--- src/vgd_pkg.sv ---
package vgd_pkg;

  // Register indices behind the data port
  localparam logic [3:0] IDX_SET_RESET   = 4'h0;
  localparam logic [3:0] IDX_SR_ENABLE   = 4'h1;
  localparam logic [3:0] IDX_COMPARE     = 4'h2;
  localparam logic [3:0] IDX_ROTATE_FUNC = 4'h3;
  localparam logic [3:0] IDX_READ_PLANE  = 4'h4;
  localparam logic [3:0] IDX_MODE_CTRL   = 4'h5;
  localparam logic [3:0] IDX_MISC        = 4'h6;
  localparam logic [3:0] IDX_DONT_CARE   = 4'h7;
  localparam logic [3:0] IDX_BIT_MASK    = 4'h8;
  localparam int         NUM_REGS        = 9;

  // Implemented bits of each register; the rest read as zero
  localparam logic [7:0] MASK_INDEX      = 8'h0F;
  localparam logic [7:0] MASK_NIBBLE     = 8'h0F;
  localparam logic [7:0] MASK_ROTATE     = 8'h1F;
  localparam logic [7:0] MASK_READ_PLANE = 8'h03;
  localparam logic [7:0] MASK_MODE_CTRL  = 8'h7B;
  localparam logic [7:0] MASK_FULL       = 8'hFF;

  // Field positions
  localparam int ROT_COUNT_LSB  = 0;
  localparam int ROT_FUNC_LSB   = 3;
  localparam int MODE_WM_LSB    = 0;
  localparam int MODE_READ_TYPE = 3;
  localparam int MODE_ODD_EVEN  = 4;
  localparam int MODE_SHIFT_FMT = 5;
  localparam int MODE_256       = 6;
  localparam int CSEL_HI_LSB    = 2;

  // Reset values
  localparam logic [7:0] RST_REG   = 8'h00;
  localparam logic [3:0] RST_INDEX = 4'h0;
  localparam logic [7:0] RST_BYTE  = 8'h00;

  // Odd/even write enables
  localparam logic [3:0] EN_ALL  = 4'hF;
  localparam logic [3:0] EN_EVEN = 4'h5;
  localparam logic [3:0] EN_ODD  = 4'hA;

  typedef enum logic [1:0] {
    WM_SET_RESET = 2'h0,
    WM_LATCH     = 2'h1,
    WM_HOST_FILL = 2'h2,
    WM_MASKED_SR = 2'h3
  } vgd_wmode_t;

  typedef enum logic [1:0] {
    FN_PASS = 2'h0,
    FN_AND  = 2'h1,
    FN_OR   = 2'h2,
    FN_XOR  = 2'h3
  } vgd_func_t;

  typedef struct packed {
    logic [3:0]  en;
    logic [31:0] data;
  } vgd_map_wr_t;

  typedef struct packed {
    logic       wr;
    logic       rd;
    logic       isData;
    logic [7:0] wdata;
  } vgd_io_req_t;

  typedef struct packed {
    logic       wr;
    logic       rd;
    logic [1:0] addrLow;
    logic [7:0] wdata;
  } vgd_mem_req_t;

endpackage

--- src/vgd_alu.sv ---
`timescale 1ns/1ps
module vgd_alu
  import vgd_pkg::*;
(
  // Operands
  input  wire logic [7:0] src,
  input  wire logic [7:0] latch,
  input  wire vgd_func_t  func,
  input  wire logic [7:0] mask,
  // Result
  output logic      [7:0] result
);

  logic [7:0] combined;

  always_comb begin
    case (func)
      FN_AND:  combined = src & latch;
      FN_OR:   combined = src | latch;
      FN_XOR:  combined = src ^ latch;
      default: combined = src;
    endcase
    // Masked positions keep what the latch holds
    result = (combined & mask) | (latch & ~mask);
  end

endmodule // vgd_alu

--- src/vgd_shift_load.sv ---
`timescale 1ns/1ps
module vgd_shift_load
  import vgd_pkg::*;
(
  // Map bytes and format
  input  wire logic [31:0]     mapData,
  input  wire logic            mode256,
  input  wire logic            cgaFormat,
  // Parallel load values, one byte per shift register
  output logic      [3:0][7:0] loadVal
);

  logic [3:0][7:0] m;

  always_comb begin
    m = mapData;
    loadVal = m;
    if (mode256) begin
      // High nibble of each pixel byte leaves first
      for (int b = 0; b < 4; b++) begin
        for (int p = 0; p < 4; p++) begin
          loadVal[b][7 - 2*p] = m[p][4 + b];
          loadVal[b][6 - 2*p] = m[p][b];
        end
      end
    end else if (cgaFormat) begin
      for (int k = 0; k < 4; k++) begin
        loadVal[0][7 - k] = m[0][6 - 2*k];
        loadVal[0][3 - k] = m[2][6 - 2*k];
        loadVal[1][7 - k] = m[0][7 - 2*k];
        loadVal[1][3 - k] = m[2][7 - 2*k];
        loadVal[2][7 - k] = m[1][6 - 2*k];
        loadVal[2][3 - k] = m[3][6 - 2*k];
        loadVal[3][7 - k] = m[1][7 - 2*k];
        loadVal[3][3 - k] = m[3][7 - 2*k];
      end
    end
  end

endmodule // vgd_shift_load

--- src/vgd_datapath.sv ---
`timescale 1ns/1ps
module vgd_datapath
  import vgd_pkg::*;
(
  // Clock and reset
  input  wire logic         clk,
  input  wire logic         rst_n,
  // Index and data register ports
  input  wire vgd_io_req_t  ioReq,
  output logic      [7:0]   ioRdData,
  // Host memory cycles
  input  wire vgd_mem_req_t memReq,
  input  wire logic [31:0]  mapRdData,
  output logic      [7:0]   memRdData,
  output vgd_map_wr_t       mapWr,
  // Sequencer and attribute settings
  input  wire logic         seqChain4,
  input  wire logic [3:0]   attrColorSel,
  // Video path
  input  wire logic         shiftLoad,
  input  wire logic [31:0]  shiftMapData,
  input  wire logic [5:0]   paletteOut,
  output logic      [3:0]   pixelNibble,
  output logic      [7:0]   videoOut
);

  typedef struct packed {
    logic [3:0]                 index;
    logic [NUM_REGS-1:0][7:0]   regs;
    logic [31:0]                latches;
    logic [7:0]                 ioRd;
    logic [7:0]                 memRd;
    vgd_map_wr_t                mapWr;
    logic [3:0][7:0]            shifter;
    logic [3:0]                 pixel;
    logic [3:0]                 hiNibble;
    logic                       secondDot;
    logic [7:0]                 video;
  } vgd_state_t;

  vgd_state_t s_q;
  vgd_state_t s_d;

  function automatic logic [7:0] rotr8(input logic [7:0] v,
                                       input logic [2:0] n);
    logic [15:0] w;
    w = {v, v} >> n;
    return w[7:0];
  endfunction

  function automatic logic [7:0] colorMatch(input logic [31:0] maps,
                                            input logic [3:0]  color);
    logic [7:0] r;
    r = '1;
    for (int i = 0; i < 4; i++) begin
      r = r & ~(maps[8*i +: 8] ^ {8{color[i]}});
    end
    return r;
  endfunction

  function automatic logic [7:0] regMask(input logic [3:0] idx);
    if (idx == IDX_ROTATE_FUNC) begin
      return MASK_ROTATE;
    end else if (idx == IDX_READ_PLANE) begin
      return MASK_READ_PLANE;
    end else if (idx == IDX_MODE_CTRL) begin
      return MASK_MODE_CTRL;
    end else if (idx == IDX_BIT_MASK) begin
      return MASK_FULL;
    end else begin
      return MASK_NIBBLE;
    end
  endfunction

  // Register fields
  logic [3:0] setReset;
  logic [3:0] srEnable;
  logic [3:0] compareColor;
  logic [2:0] rotCount;
  vgd_func_t  func;
  logic [1:0] planeSel;
  vgd_wmode_t wmode;
  logic       readType;
  logic       oddEven;
  logic       cgaFormat;
  logic       mode256;
  logic [7:0] bitMask;

  assign setReset     = s_q.regs[IDX_SET_RESET][3:0];
  assign srEnable     = s_q.regs[IDX_SR_ENABLE][3:0];
  assign compareColor = s_q.regs[IDX_COMPARE][3:0];
  assign rotCount     = s_q.regs[IDX_ROTATE_FUNC][ROT_COUNT_LSB +: 3];
  assign func         = vgd_func_t'(s_q.regs[IDX_ROTATE_FUNC][ROT_FUNC_LSB +: 2]);
  assign planeSel     = s_q.regs[IDX_READ_PLANE][1:0];
  assign wmode        = vgd_wmode_t'(s_q.regs[IDX_MODE_CTRL][MODE_WM_LSB +: 2]);
  assign readType     = s_q.regs[IDX_MODE_CTRL][MODE_READ_TYPE];
  assign oddEven      = s_q.regs[IDX_MODE_CTRL][MODE_ODD_EVEN];
  assign cgaFormat    = s_q.regs[IDX_MODE_CTRL][MODE_SHIFT_FMT];
  assign mode256      = s_q.regs[IDX_MODE_CTRL][MODE_256];
  assign bitMask      = s_q.regs[IDX_BIT_MASK];

  // Write datapath, one ALU per map
  logic [7:0]      rotated;
  logic [3:0][7:0] aluSrc;
  logic [3:0][7:0] aluOut;
  logic [7:0]      aluMask;

  assign rotated = rotr8(memReq.wdata, rotCount);

  always_comb begin
    aluMask = bitMask;
    for (int i = 0; i < 4; i++) begin
      case (wmode)
        WM_SET_RESET: begin
          aluSrc[i] = srEnable[i] ? {8{setReset[i]}}
                                  : rotated;
        end
        WM_HOST_FILL: begin
          aluSrc[i] = {8{memReq.wdata[i]}};
        end
        WM_MASKED_SR: begin
          aluSrc[i] = {8{setReset[i]}};
        end
        default: begin
          aluSrc[i] = s_q.latches[8*i +: 8];
        end
      endcase
    end
    if (wmode == WM_MASKED_SR) begin
      aluMask = rotated & bitMask;
    end
  end

  for (genvar g = 0; g < 4; g++) begin : gMapAlu
    vgd_alu uAlu (
      .src    (aluSrc[g]),
      .latch  (s_q.latches[8*g +: 8]),
      .func   (func),
      .mask   (aluMask),
      .result (aluOut[g])
    );
  end

  logic [3:0][7:0] loadVal;

  vgd_shift_load uLoad (
    .mapData   (shiftMapData),
    .mode256   (mode256),
    .cgaFormat (cgaFormat),
    .loadVal   (loadVal)
  );

  // Read map choice
  logic [1:0] readMap;

  always_comb begin
    if (seqChain4) begin
      readMap = memReq.addrLow;
    end else if (oddEven) begin
      readMap = {planeSel[1], memReq.addrLow[0]};
    end else begin
      readMap = planeSel;
    end
  end

  always_comb begin
    s_d = s_q;
    // Register ports
    if (ioReq.wr && !ioReq.isData) begin
      s_d.index = ioReq.wdata[3:0];
    end
    if (ioReq.wr && ioReq.isData && s_q.index < NUM_REGS) begin
      s_d.regs[s_q.index] = ioReq.wdata & regMask(s_q.index);
    end
    if (ioReq.rd) begin
      if (!ioReq.isData) begin
        s_d.ioRd = {4'h0, s_q.index};
      end else if (s_q.index < NUM_REGS) begin
        s_d.ioRd = s_q.regs[s_q.index];
      end else begin
        s_d.ioRd = RST_BYTE;
      end
    end
    // Memory reads
    if (memReq.rd) begin
      s_d.latches = mapRdData;
      if (readType) begin
        s_d.memRd = colorMatch(mapRdData, compareColor);
      end else begin
        s_d.memRd = mapRdData[8*readMap +: 8];
      end
    end
    // Memory writes
    s_d.mapWr.en = 4'h0;
    if (memReq.wr) begin
      s_d.mapWr.data = aluOut;
      if (wmode == WM_LATCH) begin
        s_d.mapWr.data = s_q.latches;
      end
      if (oddEven) begin
        s_d.mapWr.en = memReq.addrLow[0] ? EN_ODD : EN_EVEN;
      end else begin
        s_d.mapWr.en = EN_ALL;
      end
    end
    // Video shifters run every clock, MSB first
    if (shiftLoad) begin
      s_d.shifter = loadVal;
    end else begin
      for (int i = 0; i < 4; i++) begin
        s_d.shifter[i] = {s_q.shifter[i][6:0], 1'b0};
      end
    end
    for (int i = 0; i < 4; i++) begin
      s_d.pixel[i] = s_q.shifter[i][7];
    end
    // Two nibbles form one 256-color pixel; a load realigns the pair
    // Loaded MSBs reach pixel one clock after the load, so start on the odd
    // phase; the first nibble out is then taken as the high half
    s_d.secondDot = shiftLoad ? 1'b1 : !s_q.secondDot;
    if (mode256) begin
      if (s_q.secondDot) begin
        s_d.video = {s_q.hiNibble, s_q.pixel};
      end else begin
        s_d.hiNibble = s_q.pixel;
      end
    end else begin
      s_d.video = {attrColorSel[CSEL_HI_LSB +: 2], paletteOut};
    end
  end

  always_ff @(posedge clk) begin
    if (!rst_n) begin
      s_q.index     <= RST_INDEX;
      s_q.regs      <= '{default: RST_REG};
      s_q.latches   <= '0;
      s_q.ioRd      <= RST_BYTE;
      s_q.memRd     <= RST_BYTE;
      s_q.mapWr     <= '0;
      s_q.shifter   <= '0;
      s_q.pixel     <= 4'h0;
      s_q.hiNibble  <= 4'h0;
      s_q.secondDot <= 1'b0;
      s_q.video     <= RST_BYTE;
    end else begin
      s_q <= s_d;
    end
  end

  assign ioRdData    = s_q.ioRd;
  assign memRdData   = s_q.memRd;
  assign mapWr       = s_q.mapWr;
  assign pixelNibble = s_q.pixel;
  assign videoOut    = s_q.video;
endmodule // vgd_datapath

--- config.mk ---
export PLATFORM = sky130hd
export DESIGN_NAME = vgd_datapath
export DESIGN_NICKNAME = d
export VERILOG_FILES = /design/src/vgd_pkg.sv /design/src/vgd_alu.sv /design/src/vgd_shift_load.sv /design/src/vgd_datapath.sv
export SDC_FILE = /design/constraint.sdc
export NUM_CORES = 1
export LEC_CHECK = 0
export ABC_CLOCK_PERIOD_IN_PS = 3700
export BUFFER_PORTS_ARGS = -buffer_cell sky130_fd_sc_hd__clkbuf_2
export CAP_MARGIN = 25
export CORE_MARGIN = 1.5
export CORE_UTILIZATION = 60
export CTS_CLUSTER_DIAMETER = 100
export DETAILED_ROUTE_END_ITERATION = 16
export PLACE_DENSITY_LB_ADDON = 0.2
export SLEW_MARGIN = 30
export SYNTH_ARGS = -nofsm -noshare
export SYNTH_HDL_FRONTEND = slang
export SYNTH_SLANG_ARGS = --single-unit
--- constraint.sdc ---
create_clock -name clk -period 3.7 [get_ports clk]
set_clock_uncertainty 0.05 [all_clocks]
set_input_delay 0.185 -clock clk [delete_from_list [all_inputs] [get_ports clk]]
set_output_delay 0.185 -clock clk [all_outputs]
set_load 0.05 [all_outputs]
; ---- Word level (Yosys, flattened, before mapping)
; Index checks and enable logic that the tools add are counted.
; W data, S select, Z words.
[totals]
out_inout_bits = 64
in_bits = 101
regBits = 209
wordCells = 129
[classes]
n_mux = 37
shift = 2
n_lt_le_gt_ge = 3
bitwise = 39
n_reduce_logical = 10
eq_ne = 11
[op_table]
columns = operator, n
row1 = $pmux W8 S3, 8
row2 = $and A8 B8 Y8, 17
row3 = $mux W8, 17
row4 = $mux W32, 4
row5 = $bwmux W72, 1
row6 = $or A8 B8 Y8, 8
row7 = $xor A8 B8 Y8, 8
row8 = $not A8 Y8, 5
row9 = $bmux W8 S4, 1
row10 = $demux W8 S4, 1
row11 = $shiftx A32 B6 Y8, 1
row12 = $shr A16 B3 Y8, 1
row13 = $eq A2 B2 Y1 const B, 4
row14 = $eq A4 B3 Y1 const B, 2
row15 = $mux W4, 2
row16 = $reduce_and A2 Y1, 3
row17 = $lt A4 B5 Y1 const B, 1
row18 = $eq A2 B1 Y1 const B, 2
row19 = $eq A4 B2 Y1 const B, 1
row20 = $eq A4 B4 Y1 const B, 1
row21 = $ge A4 B1 Y1 const B, 1
row22 = $logic_and A1 B1 Y1, 4
row23 = $lt A4 B4 Y1 const B, 1
row24 = $logic_not A1 Y1, 2
row25 = 5 further kinds, 6

; ---- Depth between registers and ports, before layout
[logic_depth]
word_depth = 8
mapped_depth = 12
depth_no_buf = 8

; ---- Cells and area by module
; A second synthesis with hierarchy kept.
[hier_totals]
cells_unflattened = 1453
hier_area_um2 = 13589.3
[by_module_without_submodules]
columns = mod, n_inst, area_per_inst_um2, cells_per_inst
row1 = vgd_datapath, 1, 10226.1, 1041
row2 = vgd_alu, 4, 660.6, 77
row3 = vgd_shift_load, 1, 720.7, 104

; ---- Worst setup path before layout
; OpenSTA, ideal clock, no wires.
[synth_timing]
path_type = register to register
startpoint = register s_q (netlist bit rotCount[1])
endpoint = register mapWr[0] (netlist name)
period_less_slack_ns = 2.335
t_arrival_ns = 2.218
path_buffers = 1
stages_incl_launch_ff = 10
slack_ns = 1.365
required_ns = 3.583
cell_sequence = dfxtp_1 buf_6 mux4_2 mux2_4 o21ai_0 a21oi_1 ha_1 mux2i_1 a211o_1 o21ai_2
[synth_between]
elab_chain_len = 8
[synth_rtl]
columns = item, line_no
row1 = start: declaration, vgd_datapath.sv:41  ; vgd_state_t s_q;
row2 = $shr A16 B3 Y8 (*), vgd_datapath.sv:47  ; w = {v, v} >> n;
row3 = $mux W8, vgd_datapath.sv:115  ; aluSrc[i] = srEnable[i] ? {8{setReset[i]}}
row4 = $pmux W8 S3, vgd_datapath.sv:113  ; case (wmode)
row5 = $xor A8 B8 Y8 (tied with other cells), vgd_alu.sv:20  ; FN_XOR: combined = src ^ latch;
row6 = $pmux W8 S3, vgd_alu.sv:17  ; case (func)
row7 = $and A8 B8 Y8, vgd_alu.sv:24  ; result = (combined & mask) | (latch & ~mask);
row8 = $or A8 B8 Y8 (*), vgd_alu.sv:24
row9 = $mux W32 (*), vgd_datapath.sv:197  ; if (wmode == WM_LATCH) begin
; Every way passes the cells marked *; elsewhere a longest branch is shown, timed or not.
; A chain may end at the register's enable or synchronous reset.

; ---- Worst setup path after layout
[layout_timing]
startpoint = register s_q (netlist bit rotCount[2])
endpoint = register mapWr[11] (netlist name)
[layout_between]
elab_chain_len = 8
[layout_rtl]
columns = item, line_no
row1 = $shr A16 B3 Y8 (*), vgd_datapath.sv:47
row2 = $mux W8, vgd_datapath.sv:115
row3 = $pmux W8 S3, vgd_datapath.sv:113
row4 = $xor A8 B8 Y8 (tied with other cells), vgd_alu.sv:20
row5 = $pmux W8 S3, vgd_alu.sv:17
row6 = $and A8 B8 Y8, vgd_alu.sv:24
row7 = $or A8 B8 Y8 (*), vgd_alu.sv:24
row8 = $mux W32 (*), vgd_datapath.sv:197
; Marked as above.

==> results.ini <==
[sta]
max_slew_margin_pct = 35.6
rsz0062_at_grt = no
fin_crit_sh_pct = 74.9
setup_slack_ns = 0.929
hold_viol = 0
period_minus_slack_ns = 2.77
clock.fmax_mhz = 361
maxSlewViolCount = 0
finalSetupViolations = 0
tightest_slew_ns = 0.966
hold_ws_ns = 0.0160
setup_tns_ns = 0

[setup_path]
crit_chain = mux4_2, mux2_4, o21ai_0, a21oi_1, ha_1, mux2i_1, a211o_1, o21ai_2
worstPathArrival_ns = 3.18
criticalPathCategory = reg2reg
start_kind = register
end_kind = register
cpPeakStageDelay_ns = 0.61
worstPathMaxFanout = 10
reg2reg_depth = 8
crit_slowest_cell = dfxtp_1
critPathRequiredTime_ns = 4.11

[global_routing]
grt_util_met3_pct = 3.90
grt_pass1_wl_mm = 56.2
gr-max-usage-layer = met2
grt_pass1_vias = 10400
grt_start_max_net_pins = 117
use_met2_pct = 51.7
globalRouteMet1Util_pct = 41.1
grtUsageTotal_pct = 32.0
overflow = 0
grt_antenna_before_repair = 0

[logic_synthesis]
synthArstFlopShare_pct = 0
yosys.area_share.simple_pct = 14.5
synth_nets = 1521
synth_area_mm2 = 0.0129
muxShareOfSynthArea_pct = 19.2
synth_xor_area_share_pct = 2.17
synth_compound_area_share_pct = 21.2
synth_top_cell_area_share_pct = 32.1
yosysSeqAreaShare_pct = 32.1
yosys.area.top_type = dfxtp_1
synthCells = 1388
synth_top_family_by_area = compound AO/OA/AOI/OAI gates
synth-seq-cells = 207
synth_warnings = 0
netlist-cell-type-count = 56
synthAdderAreaFrac_pct = 3.10
synth_edf_count = 0
synth.avg_cell_area_um2 = 9.31
ys.flop_type = dfxtp_1
ys_top_cells_by_area = dfxtp_1, mux2i_1, mux4_2

[placed_design]
place_ws_ns = 0.959
dp.final_hpwl_mm = 24.5
post_dp_cell_area_mm2 = 0.0133
place_congestion = 0.933
portBuffers = 162
dp.cells = 1666

[route]
num_vias = 10900
viasPerCell = 6.22
drcViolationCount = 0
ant_nets = 0
wl_per_cell_um = 20.7
drt-initial-drc-count = 794
drt-total-wl_mm = 36.5
firstDrtPassIters = 7

[worst_hold_path]
hold_depth = 3
hp-class = in2reg

[layout]
final_cell_mix = dfxtp_1, mux2i_1, clkbuf_2
design_area_mm2 = 0.0146
seqCellArea_mm2 = 0.00415
syn_to_final_growth_pct = 12.9
fill_cells = 1664
final_layout_size_suffix_gt1_share_pct = 22.0
final_common_cell = dfxtp_1
nNetsFinal = 1600
stdcell_count = 1759
multi_input_area_mm2 = 0.00778
diodes = 0

[power_and_ir_drop]
powerDensity_mw_per_mm2 = 385
p_int_mw = 4.12
pwr-share-comb_pct = 13.2
pwr-share-clk_pct = 44.1
seqPwrFrac_pct = 42.8
vdd_drop_max_uv = 309
power.net_switching_mw = 1.50
p_leak_nw = 6.17
swShare_pct = 26.7

[status]
outcome = finished, final reports clean

[die]
die_height_um = 150
num_rows = 53
start_util_pct = 61.3
core_area_mm2 = 0.0211
die_w_um = 150
dieArea_mm2 = 0.0224
ios = 165

[cts]
cts_buffers = 23
cts_tree = done
htreeDepth = 1
postCtsHoldBufs = 51
post_cts_buffers = 0
cts_resized = 0
cts.root.buffer_cell = clkbuf_16
path_clk_slew_ns = 0.07
cts.sinks = 207
insertion_delay_ns = 0.53
clock_path_buffers = 3

[run]
cap_violations = 0

## path summary, 6_finish.rpt
check | startpoint | endpoint | slack [ns]
worst max-delay path | rotCount[2] | mapWr[11] | 0.93
worst min-delay path | ioReq[0] | s_q[205] | 0.02
worst max register to register | rotCount[2] | mapWr[11] | 0.93
worst min register to register | s_d[15] | pixelNibble[2] | 0.38
## logic make-up after synthesis
logic type | count (synthesis)
compound gates | 386
xor+xnor | 32
fa+ha+maj | 32
buf+inv | 189
flops | 207
mux | 202
simple gates | 340
## flip-flops by register name, summed over array words and instances (netlist names), 2 cells and up
name          count
bitMask           8
compareColor      4
func              2
ioRdData          8
mapWr            34
memRdData         8
pixelNibble       4
planeSel          2
rotCount          3
s_d               4
s_q             118
videoOut          8
## power groups by stage
stage | combinational [mW] | clock (mW) | sequential [mW]
6_report | 0.740 | 2.47 | 2.40
5_1_grt | 0.797 | 2.59 | 2.41
4_1_cts | 0.733 | 2.50 | 2.40
3_5_place_dp | 0.685 | 0 | 2.45
3_3_place_gp | 0.670 | 0 | 2.44
2_1_floorplan | 0.544 | 0 | 2.40
## cells in the mapped netlist (3+ instances only)
cell type,n
and3b_1,5
o21ai_2,33
a211oi_1,32
xor2_1,32
buf_4,65
nor3b_1,9
o41ai_1,8
a32oi_1,32
a31oi_4,8
nor4bb_1,5
and3_1,32
clkbuf_1,69
ha_1,32
nand2_1,79
o22ai_1,4
dfxtp_1,207
a211o_1,33
a211oi_2,4
a21oi_1,97
mux2_4,8
or2_4,7
buf_6,3
nor4b_1,5
o211a_1,10
buf_1,14
nand3_1,9
o31ai_2,4
mux2i_1,161
a21boi_0,21
and2_1,9
nor3_1,5
o21ai_1,11
inv_1,14
o21ai_0,76
or2_2,5
nor2_1,52
nor2b_1,107
mux4_2,31
a22oi_1,7
buf_2,24
## final cells by class
cell class | count | area share, %
multi-input cells | 992 | 53.3
flip-flops and latches | 207 | 28.4
repair buffers | 229 | 9.93
clock buffers | 34 | 4.71
well taps | 275 | 2.36
clock inverters | 8 | 0.917
inverters | 14 | 0.360
## metal layers
metal,share of wire (%),up-vias
met5,0,-
met4,6.3,0
met3,6.1,106
met2,46,432
met1,41,5234
li1,-,5165
## worst max-delay path, delay by kind of cell, from the launching register on
kind	cells	cell delay (ns)
compound gates	4	0.70
mux	3	1.05
fa+ha+maj	1	0.28
flops	1	0.61
## metrics by stage
step,power [mW],util (%)
after floorplan,2.94,-
after global placement,3.11,62.9
after detailed placement,3.13,62.9
after CTS,5.63,69.2
after global routing,5.80,69.2
final,5.62,69.2
No activity file was read; power rests on OpenSTA's default activity.
